$ cat src/rtl/cap_pkg.sv
// configuration, address map and power control constants and types
// assumes: single 50 MHz clock, isa-style 10-bit i/o addressing
package cap_pkg;
    // ======================================================
    // register indices and field positions
    localparam logic [7:0] CAP_IDX_FER = 8'h00;
    localparam logic [7:0] CAP_IDX_FAR = 8'h01;
    localparam logic [7:0] CAP_IDX_PTR = 8'h02;
    localparam int FER_PAR = 0, FER_SER1 = 1, FER_SER2 = 2, FER_FDC = 3;
    localparam int FER_ENC = 4, FER_FDC_SEC = 5;
    localparam int PTR_PD = 0, PTR_XTAL = 1, PTR_CSSEL = 2, PTR_IRQ7 = 3;
    localparam int PTR_TEST1 = 4, PTR_TEST2 = 5, PTR_LOCK = 6, PTR_PMODE = 7;
    // ======================================================
    // i/o addresses
    localparam logic [9:0] CAP_IDX_LO = 10'h398;
    localparam logic [9:0] CAP_IDX_HI = 10'h26E;
    localparam logic [9:0] CAP_DOR_PRI = 10'h3F2;
    localparam logic [9:0] CAP_DOR_SEC = 10'h372;
    localparam logic [9:0] CAP_FDC_PRI = 10'h3F0;
    localparam logic [9:0] CAP_FDC_SEC = 10'h370;
    localparam logic [9:0] CAP_PAR_A = 10'h378;
    localparam logic [9:0] CAP_PAR_B = 10'h3BC;
    localparam logic [9:0] CAP_PAR_C = 10'h278;
    localparam logic [9:0] CAP_SER_1 = 10'h3F8;
    localparam logic [9:0] CAP_SER_2 = 10'h2F8;
    localparam logic [79:0] CAP_SER_34 = {10'h228, 10'h220, 10'h2E0, 10'h2E8,
                                          10'h238, 10'h338, 10'h2E8, 10'h3E8};
    // ======================================================
    // reset values by strap pattern
    localparam logic [4:0] CAP_STRAP_NONE = 5'h1F;
    localparam logic [4:0] CAP_STRAP_FDC = 5'h1E;
    localparam logic [7:0] CAP_FER_NONE = 8'h00, CAP_PTR_NONE = 8'h02;
    localparam logic [7:0] CAP_FER_FDC = 8'h08, CAP_PTR_FDC = 8'h00;
    localparam logic [7:0] CAP_FER_DEF = 8'h0F, CAP_PTR_DEF = 8'h00;
    localparam logic [7:0] CAP_FAR_RST = 8'h10;
    localparam int IRQ3 = 0, IRQ4 = 1, IRQ5 = 2, IRQ7 = 3;
    // ======================================================
    // types
    typedef enum logic [0:0] {CAP_ST_STRAP = 1'b0, CAP_ST_RUN = 1'b1} cap_phase_t;
    typedef struct packed {
        cap_phase_t phase;
        logic [7:0] idx, function_enable_reg, function_address_map, ptr, dout;
        logic       wr_prev_b;
        logic [1:0] drv_sel;
        logic       mtr_a, mtr_b, serial_out_first, serial_out_second, cs_b;
        logic [3:0] irq_o, irq_oe;
    } cap_main_t;
    typedef struct packed {
        logic ser1_clk, ser2_clk, fdc_clk, xtal_run;
    } cap_pwr_t;
endpackage : cap_pkg

$ cat src/rtl/cap_cfg_if.sv
// configuration register contents shared between the blocks
// assumes: driven only by the top register logic
`timescale 1ns/100ps
`default_nettype none
interface cap_cfg_if;
    logic [7:0] function_enable_reg;
    logic [7:0] function_address_map;
    logic [7:0] ptr;
    logic       power_down_pin_b;
    modport regs (output function_enable_reg, function_address_map, ptr, power_down_pin_b);
    modport user (input function_enable_reg, function_address_map, ptr, power_down_pin_b);
endinterface : cap_cfg_if
`default_nettype wire

$ cat src/rtl/cap_decode.sv
// i/o range decoder for floppy, parallel and serial functions
// assumes: address stable while a strobe is low
`timescale 1ns/100ps
`default_nettype none
module cap_decode (
    cap_cfg_if.user         cfg,
    input  wire logic [9:0] addr,
    output logic            fdc_hit,
    output logic            dor_hit,
    output logic            par_hit,
    output logic            ser1_hit,
    output logic            ser2_hit
);
    // ======================================================
    // range functions
    function automatic logic [9:0] ser_base(input logic [1:0] code,
                                            input logic [1:0] sel34);
        logic [9:0] b;
        b = cap_pkg::CAP_SER_1;
        case (code)
            2'h0: b = cap_pkg::CAP_SER_1;
            2'h1: b = cap_pkg::CAP_SER_2;
            2'h2: b = cap_pkg::CAP_SER_34[{sel34, 1'b0}*10 +: 10];
            default: b = cap_pkg::CAP_SER_34[{sel34, 1'b1}*10 +: 10];
        endcase
        return b;
    endfunction : ser_base

    function automatic logic in8(input logic [9:0] a, input logic [9:0] b);
        return a[9:3] == b[9:3];
    endfunction : in8

    // ======================================================
    // decode, gated by function enables except the drive register hit
    always_comb begin
        fdc_hit  = cfg.function_enable_reg[cap_pkg::FER_FDC] && in8(addr, cfg.function_enable_reg[cap_pkg::FER_FDC_SEC] ?
                   cap_pkg::CAP_FDC_SEC : cap_pkg::CAP_FDC_PRI);
        dor_hit  = addr == (cfg.function_enable_reg[cap_pkg::FER_FDC_SEC] ?
                   cap_pkg::CAP_DOR_SEC : cap_pkg::CAP_DOR_PRI);
        ser1_hit = cfg.function_enable_reg[cap_pkg::FER_SER1]
                   && in8(addr, ser_base(cfg.function_address_map[3:2], cfg.function_address_map[7:6]));
        ser2_hit = cfg.function_enable_reg[cap_pkg::FER_SER2]
                   && in8(addr, ser_base(cfg.function_address_map[5:4], cfg.function_address_map[7:6]));
        par_hit  = 1'b0;
        // short range at 3BC only spans three bytes
        case (cfg.function_address_map[1:0])
            2'h0: par_hit = in8(addr, cap_pkg::CAP_PAR_A);
            2'h1: par_hit = addr[9:2] == cap_pkg::CAP_PAR_B[9:2] && addr[1:0] != 2'h3;
            2'h2: par_hit = in8(addr, cap_pkg::CAP_PAR_C);
            default: par_hit = 1'b0;
        endcase
        par_hit = par_hit && cfg.function_enable_reg[cap_pkg::FER_PAR];
    end
endmodule : cap_decode
`default_nettype wire

$ cat src/rtl/cap_power.sv
// clock and crystal gating from enables, power bits and power-down pin
// assumes: low-power request from the floppy core is a level
`timescale 1ns/100ps
`default_nettype none
module cap_power (
    input  wire logic clk,
    input  wire logic rst_b,
    cap_cfg_if.user   cfg,
    input  wire logic fdc_floppy_low_power_cmd,
    output var cap_pkg::cap_pwr_t gate
);
    cap_pkg::cap_pwr_t st_q, st_d;
    logic pd_req, none_on, xtal_stop, all_stop;

    // ======================================================
    // power-down decision
    always_comb begin
        pd_req    = cfg.ptr[cap_pkg::PTR_PD]
                    || (!cfg.ptr[cap_pkg::PTR_CSSEL] && !cfg.power_down_pin_b);
        none_on   = !(cfg.function_enable_reg[cap_pkg::FER_SER1] || cfg.function_enable_reg[cap_pkg::FER_SER2]
                    || cfg.function_enable_reg[cap_pkg::FER_FDC]);
        xtal_stop = none_on || (cfg.ptr[cap_pkg::PTR_XTAL]
                    && (pd_req || fdc_floppy_low_power_cmd));
        all_stop  = pd_req || xtal_stop;
        st_d.ser1_clk = cfg.function_enable_reg[cap_pkg::FER_SER1] && !all_stop;
        st_d.ser2_clk = cfg.function_enable_reg[cap_pkg::FER_SER2] && !all_stop;
        st_d.fdc_clk  = cfg.function_enable_reg[cap_pkg::FER_FDC] && !all_stop && !fdc_floppy_low_power_cmd;
        st_d.xtal_run = !xtal_stop;
    end

    // registers untouched by power state so contents survive stops
    always_ff @(posedge clk or negedge rst_b) begin
        if (!rst_b) begin
            st_q <= '0;
        end else begin
            st_q <= st_d;
        end
    end
    assign gate = st_q;
endmodule : cap_power
`default_nettype wire

$ cat src/rtl/cap_top.sv
// configuration register bank: index/data access, drive encoding,
// interrupt routing, serial test mode and power gating outputs
// assumes: isa strobes active low, synchronous to SYS_CLK, held for
// several cycles; straps stable across reset release
`timescale 1ns/100ps
`default_nettype none
module cap_top (
    input  wire logic       SYS_CLK,
    input  wire logic       RST_B,
    input  wire logic [9:0] IO_ADDR,
    input  wire logic [7:0] IO_DIN,
    input  wire logic       IO_WRITE_STROBE_B,
    input  wire logic       IO_READ_STROBE_B,
    output logic [7:0]      IO_DOUT,
    output logic            IO_DOE,
    input  wire logic [4:0] CONFIG_STRAP_PINS,
    input  wire logic       INDEX_BASE_STRAP,
    input  wire logic       PARALLEL_MODE_STRAP,
    input  wire logic       XT_MODE,
    input  wire logic [7:0] DRIVE_OUTPUT_REG,
    input  wire logic [1:0] FDC_DRIVE_SEL,
    input  wire logic [1:0] FDC_MOTOR,
    input  wire logic       FLOPPY_LOW_POWER_CMD,
    output logic            DRIVE_SEL_A,
    output logic            DRIVE_SEL_B,
    output logic            MOTOR_OUT_A,
    output logic            MOTOR_OUT_B,
    input  wire logic       PD_CS_I,
    output logic            PD_CS_O,
    output logic            PD_CS_OE,
    input  wire logic       SER1_SOUT,
    input  wire logic       SER1_BAUD,
    input  wire logic       SER1_LCR7,
    input  wire logic       SER2_SOUT,
    input  wire logic       SER2_BAUD,
    input  wire logic       SER2_LCR7,
    output logic            SERIAL_OUT_FIRST,
    output logic            SERIAL_OUT_SECOND,
    input  wire logic       PAR_IRQ,
    input  wire logic       SER1_IRQ,
    input  wire logic       SER2_IRQ,
    output logic [3:0]      IRQ_O,
    output logic [3:0]      IRQ_OE,
    output logic            FDC_SEL,
    output logic            PAR_SEL,
    output logic            SER1_SEL,
    output logic            SER2_SEL,
    output logic            PAR_EXTENDED,
    output logic            SER1_CLK_EN,
    output logic            SER2_CLK_EN,
    output logic            FDC_CLK_EN,
    output logic            XTAL_EN
);
    cap_pkg::cap_main_t st_q, st_d;
    cap_pkg::cap_pwr_t  gate;
    cap_cfg_if          cfg ();
    logic [9:0] idx_addr;
    logic       idx_hit, dat_hit, wr_edge, enc;
    logic       fdc_hit, dor_hit, par_hit, ser1_hit, ser2_hit;

    // ======================================================
    // helpers
    function automatic logic [7:0] reg_read(input cap_pkg::cap_main_t s);
        logic [7:0] v;
        v = 8'h00;
        if (s.idx == cap_pkg::CAP_IDX_FER) begin
            v = s.function_enable_reg;
        end else if (s.idx == cap_pkg::CAP_IDX_FAR) begin
            v = s.function_address_map;
        end else if (s.idx == cap_pkg::CAP_IDX_PTR) begin
            v = s.ptr;
        end
        return v;
    endfunction : reg_read

    // serial ports 1 and 3 share IRQ4, ports 2 and 4 IRQ3
    function automatic logic [3:0] ser_irq(input logic [1:0] code);
        return code[0] ? 4'h1 : 4'h2;
    endfunction : ser_irq

    // ======================================================
    // submodules
    assign cfg.function_enable_reg    = st_q.function_enable_reg;
    assign cfg.function_address_map    = st_q.function_address_map;
    assign cfg.ptr    = st_q.ptr;
    assign cfg.power_down_pin_b = PD_CS_I;

    cap_decode u_dec (
        .cfg      (cfg),
        .addr     (IO_ADDR),
        .fdc_hit  (fdc_hit),
        .dor_hit  (dor_hit),
        .par_hit  (par_hit),
        .ser1_hit (ser1_hit),
        .ser2_hit (ser2_hit)
    );

    cap_power u_pwr (
        .clk         (SYS_CLK),
        .rst_b       (RST_B),
        .cfg         (cfg),
        .fdc_floppy_low_power_cmd (FLOPPY_LOW_POWER_CMD),
        .gate        (gate)
    );

    // ======================================================
    // bus decode
    assign idx_addr = INDEX_BASE_STRAP ? cap_pkg::CAP_IDX_HI : cap_pkg::CAP_IDX_LO;
    assign idx_hit  = IO_ADDR == idx_addr;
    assign dat_hit  = IO_ADDR == idx_addr + 10'h001;
    assign wr_edge  = !IO_WRITE_STROBE_B && st_q.wr_prev_b;
    assign enc      = st_q.function_enable_reg[cap_pkg::FER_ENC];

    // ======================================================
    // next state
    always_comb begin
        logic [3:0] par_line;
        par_line = 4'h0;
        st_d = st_q;
        st_d.phase = cap_pkg::CAP_ST_RUN;
        st_d.wr_prev_b = IO_WRITE_STROBE_B;
        case (st_q.phase)
            // straps caught on the first edge after release, not under reset
            cap_pkg::CAP_ST_STRAP: begin
                st_d.function_address_map = cap_pkg::CAP_FAR_RST;
                if (CONFIG_STRAP_PINS == cap_pkg::CAP_STRAP_NONE) begin
                    st_d.function_enable_reg = cap_pkg::CAP_FER_NONE;
                    st_d.ptr = cap_pkg::CAP_PTR_NONE;
                end else if (CONFIG_STRAP_PINS == cap_pkg::CAP_STRAP_FDC) begin
                    st_d.function_enable_reg = cap_pkg::CAP_FER_FDC;
                    st_d.ptr = cap_pkg::CAP_PTR_FDC;
                end else begin
                    st_d.function_enable_reg = cap_pkg::CAP_FER_DEF;
                    st_d.ptr = cap_pkg::CAP_PTR_DEF;
                end
                st_d.ptr[cap_pkg::PTR_PMODE] = !PARALLEL_MODE_STRAP;
            end
            default: begin
                if (wr_edge && idx_hit) begin
                    st_d.idx = IO_DIN;
                end
                // lock is sticky: only reset clears it
                if (wr_edge && dat_hit && !st_q.ptr[cap_pkg::PTR_LOCK]) begin
                    if (st_q.idx == cap_pkg::CAP_IDX_FER) begin
                        st_d.function_enable_reg = IO_DIN;
                    end else if (st_q.idx == cap_pkg::CAP_IDX_FAR) begin
                        st_d.function_address_map = IO_DIN;
                    end else if (st_q.idx == cap_pkg::CAP_IDX_PTR) begin
                        st_d.ptr = IO_DIN;
                    end
                end
            end
        endcase
        st_d.dout = dat_hit ? reg_read(st_q) : st_q.idx;
        // drive pins: encoded for external decoder or passed straight
        if (enc) begin
            st_d.drv_sel = DRIVE_OUTPUT_REG[1:0];
            st_d.mtr_a   = !DRIVE_OUTPUT_REG[3'h4 + {1'b0, DRIVE_OUTPUT_REG[1:0]}];
            st_d.mtr_b   = !IO_WRITE_STROBE_B && dor_hit;
        end else begin
            st_d.drv_sel = FDC_DRIVE_SEL;
            st_d.mtr_a   = FDC_MOTOR[0];
            st_d.mtr_b   = FDC_MOTOR[1];
        end
        // baud clock replaces the serial output only in test mode
        st_d.serial_out_first = (st_q.ptr[cap_pkg::PTR_TEST1] && SER1_LCR7) ? SER1_BAUD : SER1_SOUT;
        st_d.serial_out_second = (st_q.ptr[cap_pkg::PTR_TEST2] && SER2_LCR7) ? SER2_BAUD : SER2_SOUT;
        st_d.cs_b  = !par_hit;
        // interrupt routing
        case (st_q.function_address_map[1:0])
            2'h0: par_line = (XT_MODE || st_q.ptr[cap_pkg::PTR_IRQ7]) ? 4'h8 : 4'h4;
            2'h1: par_line = 4'h8;
            2'h2: par_line = XT_MODE ? 4'h8 : 4'h4;
            default: par_line = 4'h0;
        endcase
        par_line = st_q.function_enable_reg[cap_pkg::FER_PAR] ? par_line : 4'h0;
        st_d.irq_oe = par_line
                    | (st_q.function_enable_reg[cap_pkg::FER_SER1] ? ser_irq(st_q.function_address_map[3:2]) : 4'h0)
                    | (st_q.function_enable_reg[cap_pkg::FER_SER2] ? ser_irq(st_q.function_address_map[5:4]) : 4'h0);
        st_d.irq_o  = (PAR_IRQ ? par_line : 4'h0)
                    | ((SER1_IRQ && st_q.function_enable_reg[cap_pkg::FER_SER1]) ? ser_irq(st_q.function_address_map[3:2]) : 4'h0)
                    | ((SER2_IRQ && st_q.function_enable_reg[cap_pkg::FER_SER2]) ? ser_irq(st_q.function_address_map[5:4]) : 4'h0);
    end

    // ======================================================
    // state register
    always_ff @(posedge SYS_CLK or negedge RST_B) begin
        if (!RST_B) begin
            st_q <= '{phase: cap_pkg::CAP_ST_STRAP, wr_prev_b: 1'b1, mtr_a: 1'b1,
                      cs_b: 1'b1, default: '0};
        end else begin
            st_q <= st_d;
        end
    end

    // ======================================================
    // outputs
    assign IO_DOUT           = st_q.dout;
    assign IO_DOE            = !IO_READ_STROBE_B && (idx_hit || dat_hit);
    assign DRIVE_SEL_A       = st_q.drv_sel[0];
    assign DRIVE_SEL_B       = st_q.drv_sel[1];
    assign MOTOR_OUT_A       = st_q.mtr_a;
    assign MOTOR_OUT_B       = st_q.mtr_b;
    assign PD_CS_O           = st_q.cs_b;
    assign PD_CS_OE          = st_q.ptr[cap_pkg::PTR_CSSEL];
    assign SERIAL_OUT_FIRST  = st_q.serial_out_first;
    assign SERIAL_OUT_SECOND = st_q.serial_out_second;
    assign IRQ_O             = st_q.irq_o;
    assign IRQ_OE            = st_q.irq_oe;
    assign FDC_SEL           = fdc_hit;
    assign PAR_SEL           = par_hit;
    assign SER1_SEL          = ser1_hit;
    assign SER2_SEL          = ser2_hit;
    assign PAR_EXTENDED      = st_q.ptr[cap_pkg::PTR_PMODE];
    assign SER1_CLK_EN       = gate.ser1_clk;
    assign SER2_CLK_EN       = gate.ser2_clk;
    assign FDC_CLK_EN        = gate.fdc_clk;
    assign XTAL_EN           = gate.xtal_run;
endmodule : cap_top
`default_nettype wire

$ cat config.mk
export PLATFORM = sky130hd
export DESIGN_NAME = cap_top
export DESIGN_NICKNAME = d
export VERILOG_FILES = /design/src/rtl/cap_pkg.sv /design/src/rtl/cap_cfg_if.sv /design/src/rtl/cap_decode.sv /design/src/rtl/cap_power.sv /design/src/rtl/cap_top.sv
export SDC_FILE = /design/constraint.sdc
export NUM_CORES = 1
export LEC_CHECK = 0
export ABC_CLOCK_PERIOD_IN_PS = 4300
export BUFFER_PORTS_ARGS = -buffer_cell sky130_fd_sc_hd__clkbuf_2
export CAP_MARGIN = 20
export CORE_AREA = 2 2 86 88
export CTS_CLUSTER_SIZE = 20
export DETAILED_ROUTE_END_ITERATION = 7
export DIE_AREA = 0 0 88 90
export PLACE_DENSITY_LB_ADDON = 0.25
export SYNTH_ARGS = -nofsm -noshare
export SYNTH_HDL_FRONTEND = slang
export SYNTH_SLANG_ARGS = --single-unit
export TNS_END_PERCENT = 30
$ cat constraint.sdc
create_clock -name SYS_CLK -period 4.3 [get_ports SYS_CLK]
set_input_delay 0.43 -clock SYS_CLK [delete_from_list [all_inputs] [get_ports SYS_CLK]]
set_output_delay 0.43 -clock SYS_CLK [all_outputs]
set_load 0.05 [all_outputs]
After elaboration in Yosys (flattened, before gate mapping). Cells that the tools add are included.

Register bits after elaboration: 61. Bits of input ports: 53. Output and inout bits: 34. Word-level logic and storage cells: 141.

Add/subtract/negate cells: 2. $mul: 2. Magnitude comparators: 1. Equal/unequal tests: 26. Shift-type cells: 2. Muxes and demuxes: 36. Bitwise operators: 4. Reductions and logical operators: 49.

Operator list (count): indexed part select 80 x 8 -> 10 bit, first input constant (2); two-way mux 8 bit (10); one-hot mux 10 bit (3 select lines) (2); two-way mux 24 bit (2); two-way mux 4 bit (8); equality test 10 bit (3); equality test 7 bit (3); logical AND 1 bit (21); two-way mux 16 bit (1); equality test 7 bit, second input constant (2); zero test 1 bit (12); one-hot mux 4 bit (3 select lines) (1); adder 10 x 1 -> 10 bit, second input constant (1); equality test 5 bit, second input constant (2); two-way mux 2 bit (5); two-way mux 9 bit (1); equality test 8 x 1 -> 1 bit, second input constant (1); equality test 8 x 2 -> 1 bit, second input constant (1); equality test 8 bit, second input constant (1); zero test 8 bit (1); logical OR 1 bit (8); != test 2 x 1 -> 1 bit, second input constant (4); OR 4 x 2 -> 4 bit (2); OR 4 bit (2); 15 further kinds (26).

Depth between registers and ports, before layout. Gate-level depths: netlist of the first run.

Word-level depth: 10. Depth in mapped cells: 6. Mapped depth without buffers: 4.

By module. From an unflattened synthesis of the first run, not the netlist that was laid out.

Cells, all modules: 340. Area, all modules: 3432.0 sq um.

By module, submodules not included: cap_top (times used 1, cells an instance 274, area each 2956.6 sq um, sequential area each 1430.1 sq um); cap_decode (times used 1, cells an instance 53, area each 319.1 sq um, sequential area each 0.0 sq um); cap_power (times used 1, cells an instance 13, area each 156.4 sq um, sequential area each 100.1 sq um).

Least setup slack after synthesis of the first run. No wires, ideal clock.

Path kind: flip-flop to output port. Start: register st_q, in the netlist cfg.function_address_map[7]. End: output SER2_SEL. Arrival time: 3.475 ns. Data required time: 3.870 ns. Setup slack: 0.395 ns. Stages on the path, launching flop included: 6. Path buffers: 1. Cells stage by stage: dfrtp_1 clkbuf_1 nand2b_1 nand2_1 a211o_1 a2111oi_0.

Longest elaborated chain between the ends: 5. Elaborated cells on any way between the ends: 7. Classes of those cells: 2 x mul; 1 x eq/ne; 2 x shift; 1 x mux; 1 x reduce/logical.

RTL lines: from (decl) (RTL line cap_top.sv:54) `cap_pkg::cap_main_t st_q, st_d;`; from (signal assigned) (RTL line cap_top.sv:189) `st_q <= '{phase: cap_pkg::CAP_ST_STRAP, wr_prev_b: 1'b1, mtr_a: 1'b1,`; from (signal assigned) (RTL line cap_top.sv:192) `st_q <= st_d;`; multiplier 3 x 3 -> 6 bit / multiplier 2 x 3 -> 5 bit (equally long branches) (RTL line cap_decode.sv:24, cap_decode.sv:23); indexed part select 80 x 8 -> 10 bit, on equally long branches (RTL line cap_decode.sv:24, cap_decode.sv:23); one-hot mux 10 bit (3 select lines) (*) (RTL line cap_decode.sv:20) `case (code)`; equality test 7 bit (*) (RTL line cap_decode.sv:30) `return a[9:3] == b[9:3];`; logical AND 1 bit (*) (RTL line cap_decode.sv:43) `&& in8(addr, ser_base(cfg.function_address_map[5:4], cfg.function_address_map[7:6]));`; to (decl) (RTL line cap_top.sv:47) `output logic SER2_SEL,`.

Every way passes the cells marked *; elsewhere a longest branch is shown, timed or not.

Worst setup path after layout of the first run.
Start: input IO_ADDR[5]. End: output IO_DOE.

Longest elaborated chain between the ends: 3. Elaborated cells on any way between the ends: 4. Classes of those cells: 2 x eq/ne; 2 x reduce/logical.

RTL lines: from (decl) (RTL line cap_top.sv:10) `input wire logic [9:0] IO_ADDR,`; equality test 10 bit, on equally long branches (RTL line cap_top.sv:109, cap_top.sv:110); logical OR 1 bit (*) (RTL line cap_top.sv:199) `assign IO_DOE = !IO_READ_STROBE_B && (idx_hit || dat_hit);`; logical AND 1 bit (*) (RTL line cap_top.sv:199); to (decl) (RTL line cap_top.sv:15) `output logic IO_DOE,`.

Marks and branches as above.

==> results.cfg, run 1 <==
[outcome]
status = finished clean

[cts]
path_clk_slew_ps = 70
clock_latency_ps = 350
cts-htree-levels = 3
cts_sinks = 61
cts_tree = yes
holdBufCountCts = 0
cts_buffer_depth = 2
cts_root_buffer = clkbuf_8
cts_resized = 0
post-cts-setup-buffers = 0
cts_made_buffers = 9

[yosys]
yosysWarningCount = 0
synth_area_leaders = dfrtp_1 (43%), mux2_2 (6.6%), nand4_1 (4.2%)
syn_nets = 386
synth-seq-cells = 61
netlist_instances = 333
syn_area_per_cell_um2 = 10.2
synth_top_area_share = 0.426
syn_area_mm2 = 0.00341
synth_cell_types = 57
synth-main-ff-cell = dfrtp_1
yosysSeqAreaShare = 0.449
synth_top_area_cell = dfrtp_1
synth-async-reset-ratio = 1.00
synth_edf_count = 0

[finish]
max_flop_register = st_q
drive_gt1_frac = 0.333
n_antenna_cell = 0
largest_reg_flops = 10
multiInputGateArea_mm2 = 0.00160
fill_cells = 651
regArea_mm2 = 0.00153
area_delta_synth_final_pct = 14.4
fin_nets = 441

[die]
die_w_um = 88
floorplan.core_area_mm2 = 0.00702
die_h_um = 90
rows = 31
start_util = 0.485
dieArea_mm2 = 0.00792
ioPinCount = 87

[sta]
clock_skew_ps = 6.66
period_needed_ps = 2680
rsz0062_at_grt = false
hold_viol_final = 0
worst_pin_slew_ps = 965
finalCritPeriodShare = 0.623
fin_setup_tns_ps = 0
slew_viol_final = 0
fmax_mhz = 374
max_slew_margin = 0.354
setup_viol = 0

[drt]
drtPass1Iterations = 4
via_count = 2872
drc = 0
wirelength_um = 8530
via_per_inst = 5.84
drt_iter0_drc = 179
antenna_left = 0
wire_per_inst_um = 17.3

[place]
place.gp.congestion = 0.851
io_buffers = 84
dp_hpwl_um = 6080

[global_route]
grt_pass1_vias = 2806
gr-usage-all-layers = 0.226
grt_first_pass_wirelength_um = 13700
grt_start_max_net_pins = 36
antenna_found_initial = 0
grt_overflow = 0

[setup_path]
cp_data_required_time_ps = 3870
startpoint_type = primary input
cp_data_arrival_time_ps = 2250
r2r_start = st_q[49]$_DFFE_PN0P_
worstSetupStartpoint = IO_ADDR[5]
cp_max_fo = 23
worstSetupEndpointType = output port
crit_type = primary input to output port
r2r_slack_ps = 1950

[flow_run]
maxCapViolations = 0

[pwr]
powerDensity_mw_per_mm2 = 311
total_power_w = 0.00121
irDropWorstVdd_mv = 0.147
power.leakage_nw = 1.75

[hold_path]
hold_path.class = primary input to asynchronous set/reset pin
==> logic make-up (layout without fill, tap and decap cells) <==
kind of cell	Yosys count	in the layout	synth area share
multiplexers	30	30	0.0992
XOR/XNOR	6	6	0.0154
flip-flops	61	61	0.449
buffers and inverters	49	109	0.0801
AO/OA/AOI/OAI	79	79	0.165
AND/OR/NAND/NOR	107	107	0.190
other	1	1	0.00110
==> layout by cell type (no fill, tap or decap), types with 4 or more instances in the layout <==
master / count
a211oi_1: 4
a21oi_1: 22
a2bb2oi_1: 8
a31oi_1: 4
and2_1: 5
and4_1: 4
clkbuf_2: 84
clkbuf_8: 11
dfrtp_1: 58
inv_1: 7
mux2_2: 20
mux2i_1: 9
nand2_1: 13
nand2b_1: 7
nand3_1: 6
nand4_1: 23
nor2_1: 22
nor4_1: 5
o22ai_1: 4
o31ai_1: 17
==> area by class of cell <==
class	instances	area share
Clock buffer	12	0.0398
Clock inverter	4	0.00578
Inverter	7	0.00674
Multi-Input combinational cell	223	0.412
Sequential cell	61	0.393
Tap cell	99	0.0318
Timing Repair Buffer	86	0.112
==> synth_stat cells (all sizes together) (2+ instances only) <==
| cell type | instances |
|---|---|
| a31oi | 4 |
| mux2i | 9 |
| and2 | 5 |
| nand4 | 23 |
| nand4b | 3 |
| nor2b | 3 |
| xnor2 | 3 |
| o21ai | 3 |
| clkbuf | 19 |
| nand2b | 7 |
| a211oi | 4 |
| inv | 7 |
| xor2 | 3 |
| nand2 | 13 |
| and4 | 4 |
| a311oi | 2 |
| o22ai | 5 |
| dfrtp | 58 |
| and3 | 2 |
| buf | 23 |
| dfstp | 3 |
| a21oi | 22 |
| a2bb2oi | 8 |
| mux2 | 20 |
| o31ai | 17 |
| a211o | 3 |
| nor3 | 3 |
| nor2 | 22 |
| nor4 | 6 |
| nand3 | 9 |
==> metal layers <==
layer	track usage	vias up	wire length (µm)
met4	0.123	0	242
met3	0.0395	23	527
met2	0.359	105	4150
li1	-	1349	-
met1	0.289	1395	3610
met5	0	-	0
==> per-stage QoR <==
step / hold WS (ps) / cell area [µm²] / utilization / setup WS (ps) / cells
floorplan: 134 / 3410 / - / 395 / 333
global placement: 510 / 3720 / 0.530 / 1670 / 476
detailed placement: 518 / 3720 / 0.530 / 1630 / 476
CTS: 190 / 3900 / 0.555 / 1620 / 492
global route: 203 / 3900 / 0.555 / 1510 / 492
finish: 195 / 3900 / 0.555 / 1620 / 492
==> worst max-delay path, cell delays in order <==
cell      delay (ps)
clkbuf_2         130
or4b_4           550
o22a_1           510
nor3_1           300
clkbuf_2         320
==> where the power goes <==
group          switching (W)  internal (W)
Sequential        0.00000857      0.000587
Combinational       0.000102     0.0000455
Clock               0.000230      0.000238
Total               0.000340      0.000870
==> final timing paths <==
kind,to,cells past startpoint
setup / recovery,IO_DOE,5
hold / removal,IRQ_O[2]$_DFF_PN0_,1
setup reg to reg,cfg.function_address_map[0]$_DFFE_PN0P_,4
hold reg to reg,st_q[53]$_DFFE_PN0P_,1
max in group asynchronous,IO_DOUT[4]$_DFF_PN0_,2
min in group SYS_CLK,st_q[15]$_DFF_PN1_,1
Note: power is estimated with default switching activity, not from simulation.
==> inputs of run 2 (changes only) <==
--- a/config.mk
+++ b/config.mk
@@ -5,13 +5,13 @@
 export SDC_FILE = /design/constraint.sdc
 export NUM_CORES = 1
 export LEC_CHECK = 0
-export ABC_CLOCK_PERIOD_IN_PS = 4300
+export ABC_CLOCK_PERIOD_IN_PS = 2200
 export BUFFER_PORTS_ARGS = -buffer_cell sky130_fd_sc_hd__clkbuf_2
 export CAP_MARGIN = 20
-export CORE_AREA = 2 2 86 88
+export CORE_AREA = 2 2 88 90
 export CTS_CLUSTER_SIZE = 20
 export DETAILED_ROUTE_END_ITERATION = 7
-export DIE_AREA = 0 0 88 90
+export DIE_AREA = 0 0 90 92
 export PLACE_DENSITY_LB_ADDON = 0.25
 export SYNTH_ARGS = -nofsm -noshare
 export SYNTH_HDL_FRONTEND = slang
==> constraint.sdc (replaced) <==
create_clock -name SYS_CLK -period 2.2 [get_ports SYS_CLK]
set_input_delay 0.22 -clock SYS_CLK [delete_from_list [all_inputs] [get_ports SYS_CLK]]
set_output_delay 0.22 -clock SYS_CLK [all_outputs]
set_load 0.05 [all_outputs]
==> results.cfg, run 2 (synthesis gave the netlist of run 1 again) <==
[finish]
area_delta_synth_final_pct = 22.5
final_cell_mix = clkbuf_2 (83), dfrtp_1 (55), nand4_1 (23)
finalNonFillerCells = 515
drive_gt1_frac = 0.378
max_flop_register = st_q
fin_nets = 461
n_antenna_cell = 0
largest_reg_flops = 10
final_area_mm2 = 0.00418
layout_commonest_cell = clkbuf_2
final_util = 0.561

[global_route]
grt_overflow = 0
grt_first_pass_wirelength_um = 14400
grt_start_max_net_pins = 62
antenna_found_initial = 0
grt_pass1_vias = 2854
gr-usage-all-layers = 0.224

[drt]
wire_per_inst_um = 17.4
wirelength_um = 8970
drt_iter0_drc = 229
via_per_inst = 5.72
antenna_left = 0
via_count = 2945
drc = 0
drtPass1Iterations = 4

[cts]
cts_made_buffers = 9
cts_buffer_depth = 2
cts_root_buffer = clkbuf_8
clock_latency_ps = 340
cts-htree-levels = 3
cts_tree = yes
path_clk_slew_ps = 60
cts_sinks = 61

[flow_run]
maxCapViolations = 0

[setup_path]
cp_data_arrival_time_ps = 1940
critPathMaxStageDelay_ps = 430
worstPathCellList = a21oi_1 > xnor2_1 > nand4_1 > a2111oi_4 > buf_6
cp_data_required_time_ps = 1980
cp_max_fo = 6
startpoint_type = flop
critPathSlowestCell = dfrtp_1
worstSetupEndpointType = output port
crit_type = flop to output port

[sta]
fin_ws_ps = 44.9
period_needed_ps = 2160
worst_pin_slew_ps = 711
setup_viol = 0
finalCritPeriodShare = 0.980
hold_ws_ps = 64.5
fmax_mhz = 464
clock_skew_ps = 5.68
hold_viol_final = 0
max_slew_margin = 0.525
slew_viol_final = 0

[die]
die_h_um = 92
dieArea_mm2 = 0.00828
die_w_um = 90
floorplan.core_area_mm2 = 0.00745
rows = 32
ioPinCount = 87
start_util = 0.457

[place]
place.gp.congestion = 0.905
dp.cells = 494
place_area_mm2 = 0.00387
dp_hpwl_um = 6360
dp_slack_ps = 159
io_buffers = 84

[pwr]
p_int_w = 0.00201
irDropWorstVdd_mv = 0.412
powerDensity_mw_per_mm2 = 639
swShare = 0.248
switchingPower_w = 0.000660
p_seq_frac = 0.437
pwr-share-clk = 0.450
power.leakage_nw = 1.88
combPwrFrac = 0.114

[hold_path]
hold_path.class = primary input to flop

[outcome]
status = finished clean
run 2: changes by cell type in the layout (fill, tap and decap cells not counted), moves of 2 or more:
cell           delta
dfrtp_2           +3
clkbuf_8          +2
dlygate4sd3_1     +2
buf_4            +17
bufinv_16         +2
clkinv_2          -2
dfrtp_1           -3
run 2: area by class of cell:
cell class              count  area [µm²]
repair buffers            106         609
multi-input cells         223        1630
inverters                   7        26.3
clock inverters             3        65.1
flip-flops and latches     61        1530
fillers                   675        3270
well taps                 102         128
clock buffers              13         179
run 2: what timing repair did:
action                                  4_1_cts  5_1_grt
hold buffers                                  2        0
endpoints found under the hold margin        59        0
resized for setup                             3        4
setup buffers                                 1        2
endpoints found under the setup margin        1        2
run 2: routing by layer:
layer	GRT usage	up-vias	share of wire
met3	0.0641	12	0.066
met5	0	-	0
met2	0.355	114	0.48
li1	-	1390	-
met1	0.291	1429	0.44
met4	0.0872	0	0.017
run 2: per-stage QoR:
step	TNS (ps)	power, W
2_1_floorplan	-172	0.00137
3_3_place_gp	0	0.00148
3_5_place_dp	0	0.00148
4_1_cts	0	0.00269
5_1_grt	-22.3	0.00276
6_report	0	0.00267
run 2: path summary, 6_finish.rpt:
check	start	endpoint	slack, ps	cells after the start
worst max-delay path	cfg.function_address_map[7]$_DFFE_PN0P_	SER2_SEL	40	5
worst min-delay path	FLOPPY_LOW_POWER_CMD	u_pwr.gate[1]$_DFF_PN0_	60	2
worst max register to register	st_q[55]$_DFFE_PN0P_	cfg.ptr[4]$_DFFE_PN0P_	440	6
worst min register to register	cfg.function_enable_reg[7]$_DFFE_PN0P_	cfg.function_enable_reg[7]$_DFFE_PN0P_	540	2
max in group asynchronous	RST_B	MOTOR_OUT_A$_DFF_PN1_	1460	3
min in group asynchronous	RST_B	IO_DOUT[1]$_DFF_PN0_	410	3
run 2: critical path: cells and delay by family, from the launching register on:
family          cells  cell delay, ps
compound gates      2             590
xor+xnor            1             150
buf+inv             1             210
flops               1             430
simple gates        1             200
run 2: power groups by stage:
stage	Clock, W	Sequential (W)	Combinational (W)
2_1_floorplan	0	0.00122	0.000146
3_3_place_gp	0	0.00118	0.000295
3_5_place_dp	0	0.00119	0.000299
4_1_cts	0.00122	0.00116	0.000303
5_1_grt	0.00127	0.00117	0.000328
6_report	0.00120	0.00116	0.000303
